===== src/shared/pce_pkg.sv =====
// constants and carrier types for the control and enable register bank
// assumes an 8-bit register port driven by the serial interface engine
package pce_pkg;

  // register subaddresses
  localparam logic [7:0] PCE_ADDR_POWER_CONTROL   = 8'h06;
  localparam logic [7:0] PCE_ADDR_RETENTION_FLAGS = 8'h07;
  localparam logic [7:0] PCE_ADDR_UNLOCK_KEY      = 8'h10;
  localparam logic [7:0] PCE_ADDR_CONV_ENABLES    = 8'h11;
  localparam logic [7:0] PCE_ADDR_SWITCH_ENABLES  = 8'h12;

  // reset values and the unlock key readback value
  localparam logic [7:0] PCE_RST_POWER_CONTROL   = 8'h00;
  localparam logic [7:0] PCE_RST_RETENTION_FLAGS = 8'h00;
  localparam logic [7:0] PCE_RST_CONV_ENABLES    = 8'h00;
  localparam logic [7:0] PCE_RST_SWITCH_ENABLES  = 8'h00;
  localparam logic [7:0] PCE_UNLOCK_READBACK     = 8'h00;

  // power_control fields
  localparam int PCE_BIT_MEASURE_TRIGGER = 0;
  localparam int PCE_BIT_PFAIL_SHUTDOWN  = 1;
  localparam logic [7:0] PCE_MASK_POWER_CONTROL = 8'h03;

  // converter_enables fields
  localparam int PCE_BIT_CONV1 = 0;
  localparam int PCE_BIT_CONV2 = 1;
  localparam int PCE_BIT_CONV3 = 2;
  localparam int PCE_BIT_CONV4 = 3;
  localparam int PCE_BIT_CONV5 = 4;
  localparam int PCE_BIT_CONV6 = 5;
  localparam logic [7:0] PCE_MASK_CONV_ENABLES = 8'h3f;

  // switch_output_enables fields
  localparam int PCE_BIT_LINREG  = 0;
  localparam int PCE_BIT_SWITCH1 = 1;
  localparam int PCE_BIT_SWITCH2 = 2;
  localparam int PCE_BIT_SWITCH3 = 3;
  localparam int PCE_BIT_OUT1    = 4;
  localparam int PCE_BIT_OUT2    = 5;
  localparam int PCE_BIT_OUT3    = 6;
  localparam logic [7:0] PCE_MASK_SWITCH_ENABLES = 8'h7f;

  // retention flag positions, bit 0 up to bit 7
  localparam int PCE_FLG_CONV1  = 0;
  localparam int PCE_FLG_CONV2  = 1;
  localparam int PCE_FLG_CONV3  = 2;
  localparam int PCE_FLG_CONV4  = 3;
  localparam int PCE_FLG_LINREG = 4;
  localparam int PCE_FLG_OUT1   = 5;
  localparam int PCE_FLG_OUT2   = 6;
  localparam int PCE_FLG_OUT3   = 7;

  // unlock key default, arbitrary value
  localparam logic [7:0] PCE_UNLOCK_KEY_DEFAULT = 8'h5a;

  // register access from the serial engine
  typedef struct packed {
    logic       wr;
    logic       rd;
    logic [7:0] addr;
    logic [7:0] wdata;
  } pce_req_t;

  // values loaded by the power sequencer
  typedef struct packed {
    logic load;
    logic conv1_on;
    logic conv2_on;
    logic conv3_on;
    logic conv4_on;
    logic backup_conv5_on;
    logic switch1_on;
    logic linreg_on;
  } pce_seq_t;

  // all rail enables seen by the analog side
  typedef struct packed {
    logic backup_conv6_on;
    logic backup_conv5_on;
    logic conv4_on;
    logic conv3_on;
    logic conv2_on;
    logic conv1_on;
    logic switch3_on;
    logic switch2_on;
    logic switch1_on;
    logic linreg_on;
  } pce_rails_t;

endpackage


===== src/hw/pce_regs.sv =====
// control, retention-flag, unlock-key and enable registers of the power manager
// assumes the serial engine presents single-cycle read and write strobes on core_clk
`timescale 1ns/1ps
`default_nettype none

module pce_regs
  import pce_pkg::*;
#(
  parameter logic [7:0] UNLOCK_KEY = PCE_UNLOCK_KEY_DEFAULT
) (
  // clock and reset
  input  wire logic   core_clk,
  input  wire logic   rstn,
  // register port from the serial engine
  input  wire pce_req_t req,
  output logic [7:0]  rdata,
  output logic        rvalid,
  // power state machine
  input  wire pce_seq_t seq,
  input  wire logic   wake_from_suspend,
  input  wire logic   wake_from_off,
  input  wire logic   freshness_seal_state,
  input  wire logic   power_fail_comparator_out_n,
  output logic        power_fail_shutdown,
  output logic        backup_cell_measure_start,
  output pce_rails_t  rails,
  // pin configuration from the configuration registers
  input  wire logic   conv_warm_reset_pin_en,
  input  wire logic   io1_pair_sel,
  // general-purpose pins, open drain
  input  wire logic   out1_i,
  output logic        out1_o,
  output logic        out1_oe,
  output logic        out2_o,
  output logic        out2_oe,
  input  wire logic   out3_i,
  output logic        out3_o,
  output logic        out3_oe,
  output logic        conv_warm_reset_n
);

  typedef struct packed {
    logic [7:0] power_control;
    logic [7:0] retention_flags;
    logic [7:0] conv_enables;
    logic [7:0] switch_enables;
    logic       unlocked;
    logic       shutdown;
    logic       measure_start;
    logic [7:0] rdata;
    logic       rvalid;
  } pce_state_t;

  pce_state_t st;
  pce_state_t next_st;

  function automatic logic [7:0] read_mux(input pce_state_t s, input logic [7:0] a);
    case (a)
      PCE_ADDR_POWER_CONTROL:   read_mux = s.power_control & PCE_MASK_POWER_CONTROL;
      PCE_ADDR_RETENTION_FLAGS: read_mux = s.retention_flags;
      PCE_ADDR_UNLOCK_KEY:      read_mux = PCE_UNLOCK_READBACK;
      PCE_ADDR_CONV_ENABLES:    read_mux = s.conv_enables & PCE_MASK_CONV_ENABLES;
      PCE_ADDR_SWITCH_ENABLES:  read_mux = s.switch_enables & PCE_MASK_SWITCH_ENABLES;
      default:                  read_mux = 8'h00;
    endcase
  endfunction

  logic       protected_wr;
  logic [7:0] wd;
  logic       seal_fresh;

  always_comb begin
    next_st = st;
    wd = req.wdata;
    seal_fresh = ~freshness_seal_state;
    protected_wr = req.wr && (req.addr == PCE_ADDR_CONV_ENABLES || req.addr == PCE_ADDR_SWITCH_ENABLES);

    // trigger is a one-cycle request, cleared by hardware next cycle
    next_st.measure_start = 1'b0;
    next_st.power_control[PCE_BIT_MEASURE_TRIGGER] = 1'b0;

    next_st.rvalid = req.rd;
    if (req.rd) begin
      next_st.rdata = read_mux(st, req.addr);
    end

    if (req.wr) begin
      // any write other than a correct key closes the unlock window
      next_st.unlocked = 1'b0;
      case (req.addr)
        PCE_ADDR_POWER_CONTROL: begin
          next_st.power_control[PCE_BIT_PFAIL_SHUTDOWN] = wd[PCE_BIT_PFAIL_SHUTDOWN];
          if (wd[PCE_BIT_MEASURE_TRIGGER]) begin
            next_st.power_control[PCE_BIT_MEASURE_TRIGGER] = 1'b1;
            next_st.measure_start = 1'b1;
          end
        end
        PCE_ADDR_UNLOCK_KEY: begin
          next_st.unlocked = (wd == UNLOCK_KEY);
        end
        PCE_ADDR_CONV_ENABLES: begin
          if (st.unlocked) begin
            next_st.conv_enables = wd & PCE_MASK_CONV_ENABLES;
            // backup rails only drop while the seal is still fresh
            if (!seal_fresh) begin
              next_st.conv_enables[PCE_BIT_CONV6] = st.conv_enables[PCE_BIT_CONV6] | wd[PCE_BIT_CONV6];
              next_st.conv_enables[PCE_BIT_CONV5] = st.conv_enables[PCE_BIT_CONV5] | wd[PCE_BIT_CONV5];
            end
          end
        end
        PCE_ADDR_SWITCH_ENABLES: begin
          if (st.unlocked) begin
            next_st.switch_enables = wd & PCE_MASK_SWITCH_ENABLES;
          end
        end
        default: begin
        end
      endcase
      if (protected_wr && !st.unlocked) begin
        next_st.unlocked = 1'b0;
      end
    end

    // sequencer wins over a host write in the same cycle
    if (seq.load) begin
      next_st.conv_enables[PCE_BIT_CONV1] = seq.conv1_on;
      next_st.conv_enables[PCE_BIT_CONV2] = seq.conv2_on;
      next_st.conv_enables[PCE_BIT_CONV3] = seq.conv3_on;
      next_st.conv_enables[PCE_BIT_CONV4] = seq.conv4_on;
      next_st.switch_enables[PCE_BIT_SWITCH1] = seq.switch1_on;
      next_st.switch_enables[PCE_BIT_LINREG] = seq.linreg_on;
      // seal still guards the backup rail against the sequencer
      if (seal_fresh || seq.backup_conv5_on) begin
        next_st.conv_enables[PCE_BIT_CONV5] = seq.backup_conv5_on;
      end
    end

    // enabled state of conv1-conv4, linreg and out1-out3 is captured as the device leaves suspend
    if (wake_from_off) begin
      next_st.retention_flags = PCE_RST_RETENTION_FLAGS;
    end else if (wake_from_suspend) begin
      next_st.retention_flags[PCE_FLG_CONV1]  = st.conv_enables[PCE_BIT_CONV1];
      next_st.retention_flags[PCE_FLG_CONV2]  = st.conv_enables[PCE_BIT_CONV2];
      next_st.retention_flags[PCE_FLG_CONV3]  = st.conv_enables[PCE_BIT_CONV3];
      next_st.retention_flags[PCE_FLG_CONV4]  = st.conv_enables[PCE_BIT_CONV4];
      next_st.retention_flags[PCE_FLG_LINREG] = st.switch_enables[PCE_BIT_LINREG];
      next_st.retention_flags[PCE_FLG_OUT1]   = st.switch_enables[PCE_BIT_OUT1];
      next_st.retention_flags[PCE_FLG_OUT2]   = st.switch_enables[PCE_BIT_OUT2];
      next_st.retention_flags[PCE_FLG_OUT3]   = st.switch_enables[PCE_BIT_OUT3];
    end

    // power-fail trip overrides enable writes, sequencer loads and the unlock window this cycle
    next_st.shutdown = 1'b0;
    if (st.power_control[PCE_BIT_PFAIL_SHUTDOWN] && !power_fail_comparator_out_n) begin
      next_st.shutdown = 1'b1;
      next_st.conv_enables = PCE_RST_CONV_ENABLES;
      // pin levels are not rails, so they keep their stored value
      next_st.switch_enables = st.switch_enables;
      next_st.switch_enables[PCE_BIT_SWITCH3:PCE_BIT_LINREG] = 4'h0;
      next_st.unlocked = 1'b0;
    end
  end

  always_ff @(posedge core_clk) begin
    if (!rstn) begin
      st.power_control   <= PCE_RST_POWER_CONTROL;
      st.retention_flags <= PCE_RST_RETENTION_FLAGS;
      st.conv_enables    <= PCE_RST_CONV_ENABLES;
      st.switch_enables  <= PCE_RST_SWITCH_ENABLES;
      st.unlocked        <= 1'b0;
      st.shutdown        <= 1'b0;
      st.measure_start   <= 1'b0;
      st.rdata           <= 8'h00;
      st.rvalid          <= 1'b0;
    end else begin
      st <= next_st;
    end
  end

  // register outputs
  assign rdata  = st.rdata;
  assign rvalid = st.rvalid;
  assign power_fail_shutdown       = st.shutdown;
  assign backup_cell_measure_start = st.measure_start;

  assign rails.backup_conv6_on = st.conv_enables[PCE_BIT_CONV6];
  assign rails.backup_conv5_on = st.conv_enables[PCE_BIT_CONV5];
  assign rails.conv4_on        = st.conv_enables[PCE_BIT_CONV4];
  assign rails.conv3_on        = st.conv_enables[PCE_BIT_CONV3];
  assign rails.conv2_on        = st.conv_enables[PCE_BIT_CONV2];
  assign rails.conv1_on        = st.conv_enables[PCE_BIT_CONV1];
  assign rails.switch3_on      = st.switch_enables[PCE_BIT_SWITCH3];
  assign rails.switch2_on      = st.switch_enables[PCE_BIT_SWITCH2];
  assign rails.switch1_on      = st.switch_enables[PCE_BIT_SWITCH1];
  assign rails.linreg_on       = st.switch_enables[PCE_BIT_LINREG];

  // open-drain pins only ever pull low
  assign out1_o = 1'b0;
  assign out2_o = 1'b0;
  assign out3_o = 1'b0;

  // paired mode: pin1 becomes an input and its level is copied onto out2
  assign out1_oe = ~io1_pair_sel & ~st.switch_enables[PCE_BIT_OUT1];
  assign out2_oe = io1_pair_sel ? ~out1_i : ~st.switch_enables[PCE_BIT_OUT2];

  // reset mode: out3 is released and feeds the converter warm reset
  assign out3_oe = ~conv_warm_reset_pin_en & ~st.switch_enables[PCE_BIT_OUT3];
  assign conv_warm_reset_n = conv_warm_reset_pin_en ? out3_i : 1'b1;

endmodule

`default_nettype wire


===== config.mk =====
export PLATFORM = sky130hd
export DESIGN_NAME = pce_regs
export DESIGN_NICKNAME = d
export VERILOG_FILES = /design/src/shared/pce_pkg.sv /design/src/hw/pce_regs.sv
export SDC_FILE = /design/constraint.sdc
export NUM_CORES = 1
export LEC_CHECK = 0
export ABC_AREA = 1
export ABC_CLOCK_PERIOD_IN_PS = 1400
export BUFFER_PORTS_ARGS = -buffer_cell sky130_fd_sc_hd__buf_4
export CORE_ASPECT_RATIO = 1.75
export CORE_MARGIN = 2
export CORE_UTILIZATION = 30
export DETAILED_ROUTE_END_ITERATION = 10
export GPL_ROUTABILITY_DRIVEN = 0
export GPL_TIMING_DRIVEN = 1
export RECOVER_POWER = 25
export SLEW_MARGIN = 20
export SYNTH_ARGS = -nofsm -noshare
export SYNTH_HDL_FRONTEND = slang
export SYNTH_SLANG_ARGS = --single-unit

===== constraint.sdc =====
create_clock -name core_clk -period 1.4 [get_ports core_clk]
set_input_delay 0.14 -clock core_clk [delete_from_list [all_inputs] [get_ports core_clk]]
set_output_delay 0.14 -clock core_clk [all_outputs]
set_load 0.01 [all_outputs]

==> results.txt <==
- Setup violations remaining at the end of the flow were counted as 0.
* Count of warnings emitted by yosys: 0
- The mapped netlist covers 1883 sq um.
* Final setup skew: 0.003665 ns
* Final Hold Vio Count: 0
- Cell variety after synth: 31
- The worst hold path begins at power_fail_comparator_out_n.
* Cell at the root of the clock tree: sky130_fd_sc_hd__clkbuf_8
* Power per cell area: 848.1 nW/um^2
* Area of the multi-input gates: 914.6 sq um
- The path with the worst hold slack has its endpoint at power_fail_shutdown.
- Total wirelength of the detailed-routed design: 4919 um
- Via count of the first global-routing pass: 1689
- The initial antenna violation count came to 0.
- Buffer count from post-CTS setup fixing: 0
- Clock latency on the worst-skew pair, taken at its later pin, is 0.28 ns.
- Starting utilization of the core area: 0.3070
* Final ANT Viol Nets: 0
* Reg area: 680.7 sq um
* CP Launch Type: register
- Run status: complete, no violations
- Compared with the post-synthesis result, the final layout area differs by 24.98%.
- F_max: 0.8311 GHz
* Period minus WS final: 1.203 ns
* Average cell area after synthesis: 7.133 sq um
- Max-slew violation total from the final report: 0
- Via density per instance: 4.615
- The floorplan step defined a die boundary enclosing 6952 sq um.
- Final routed wire length divided by cell count: 12.61 um
* Hold_buf cts: 0
- For this run, design rule violations remaining after detail routing come to 0.
- Data on the critical path arrives at its endpoint at 1.38 ns.
- Share of the yosys chip area belonging to registers: 0.3615
- The worst hold path passes through 2 cells.
- In this run, CTS created clock tree buffers numbering 5.
* Row Count: 38
- STA puts the critical path data required time at 1.57 ns.
* Maximum buffer depth of the clock tree: 2
- Fill cells in the final layout number 678.
- Diodes inserted: 0
- Of the available clock period, the critical path in the final layout requires 0.8594.
- CP Capture Type: register
- After detailed placement, the total cell area comes to 2286 sq um.
- Clock-pin slew was measured on the worst setup and hold paths at 0.06 ns.
- Die height: 108.8 um
- Port buffering added 60 buffers.
- The core region is 6133 sq um.
- Number of I/O pins: 64
- The min-delay analysis places its worst path in the category input pin to register.
* Reg-to-reg critical path endpoint: st[18]
* Highest ir drop seen on vdd: 543.8 uV
* Reg2reg setup slack: 0.20 ns
* Initial drt markers: 92
- The clock drives 34 sinks.
- Before antenna repair, the detailed router went through 4 iterations.
* CTS H-tree depth: 2
* Unrepaired setup endpoints after global routing: false
- The worst register-to-register path has a depth of 7.
- CTS tree: yes
- Total GRT Usage: 0.1519
- Die span in x: 63.89 um
- The cell count after synthesis came out at 264.
- In this run, synthesis produced a sequential element count of 34.
* Post-route worst setup slack: 0.1968 ns
- Worst slack, placed: 0.1384 ns
- The critical path in this run is classified as register to register.
- Summed over all cells, the static leakage comes to 1.119 nW.
- Total Negative Setup Slacks: 0 ns
- Number of gates given a new drive strength after cts: 0
- The detailed router placed 1800 vias in this run.
- The first global-routing pass estimated 8100 um of wire.
* Number of nets in the layout: 347
- Max-cap violation count: 0
* Crit Reg-Reg Startpoint: st[11]
- In the final layout, the share of cells above drive strength 1 is 0.2903.
- Along the worst path, the maximum fanout reaches 6.
* Maximum number of pins on one net before global-route repair: 12
- Detailed placement ended at an HPWL of 4092 um.
- The finished cells cover 2354 sq um.
- Global routing finished with a remaining overflow of 0.
worst max path at each step:
stage                     slack, ns     from  cells after the start        to
after floorplan                0.31   st[11]                      7    st[16]
after global placement         0.17  req[10]                     11  rails[5]
after detailed placement       0.14  req[10]                     11  rails[5]
after CTS                      0.20   st[11]                      7    st[16]
after global routing           0.09  req[15]                      8    st[37]
final                          0.20   st[11]                      7    st[18]
critical path, cell delays in order, from the launching register on:
cell and delay (ns):
sky130_fd_sc_hd__dfxtp_1 0.33, sky130_fd_sc_hd__nand2_1 0.15, sky130_fd_sc_hd__inv_1 0.14, sky130_fd_sc_hd__nand3_4 0.14, sky130_fd_sc_hd__nor2_8 0.15, sky130_fd_sc_hd__inv_2 0.05
sky130_fd_sc_hd__nor2_1 0.08, sky130_fd_sc_hd__nor2_1 0.05
layout by cell type (no fill, tap or decap), drive strengths merged:
cell,count
a31o,1
dfxtp,34
nand2,66
nor3,1
mux2i,1
nor2,31
nor4,1
o31ai,1
nand4,2
inv,27
a211oi,2
conb,3
o21ai,10
a31oi,3
clkinv,2
buf,60
clkbuf,10
a21oi,20
nand3,35
cell usage after synthesis, drive strengths merged:
library cell  count  area [sq um]
nand2            66         280.3
nand3            35         187.7
dfxtp            34         680.7
nor2             31         193.9
inv              27         101.4
buf              24         177.7
a21oi            20         103.9
o21ai            10         53.80
a31oi             3         18.77
a211oi            2         15.01
clkbuf            2         7.510
clkinv            2         8.750
nand4             2         12.51
a31o              1         8.760
conb              1         3.750
mux2i             1         10.01
nor3              1         5.000
nor4              1         6.260
o31ai             1         7.510
layer usage:
layer	up-vias	wire length (um)	global-route usage
li1	924	-	-
met1	804	1813	0.1536
met2	59	2673	0.2827
met3	13	237	0.03715
met4	0	194	0.07764
met5	-	0	0
per-stage QoR:
| stage | hold slack (ns) | util | std cells | total power, mW |
|---|---|---|---|---|
| 6_report | 0.03490 | 0.3837 | 390 | 1.996 |
| 3_5_place_dp | 0.3255 | 0.3727 | 384 | 1.323 |
| 4_1_cts | 0.02844 | 0.3862 | 390 | 2.018 |
| 5_1_grt | 0.02477 | 0.3837 | 390 | 2.106 |
| 3_3_place_gp | 0.3238 | 0.3727 | 384 | 1.321 |
| 2_1_floorplan | 0.2193 | - | 266 | 1.185 |
cell type report:
class                   count  area share
clock buffers               6     0.03509
inverters                  29     0.04678
multi-input cells         177      0.3886
flip-flops and latches     34      0.2892
well taps                  80     0.04253
repair buffers             64      0.1978
logic make-up after synthesis:
logic type,after synthesis,synth area share
simple gates,136,0.3641
buf+inv,55,0.1568
compound gates,37,0.1103
other cells,1,0.001991
flops,34,0.3615
mux,1,0.005316
flip-flops by register name, indices dropped and copies added, names as in the netlist:
signal,flops
st,14
rails,10
rdata,8
power_fail_shutdown,1
rvalid,1
report_power, final:
group	total (mW)	leakage, nW	switching (mW)	internal [mW]
combinational	0.285	0.800	0.156	0.128
clock	0.701	0.0431	0.322	0.379
sequential	1.01	0.276	0.0211	0.989
(Power assumes the default switching activity.)
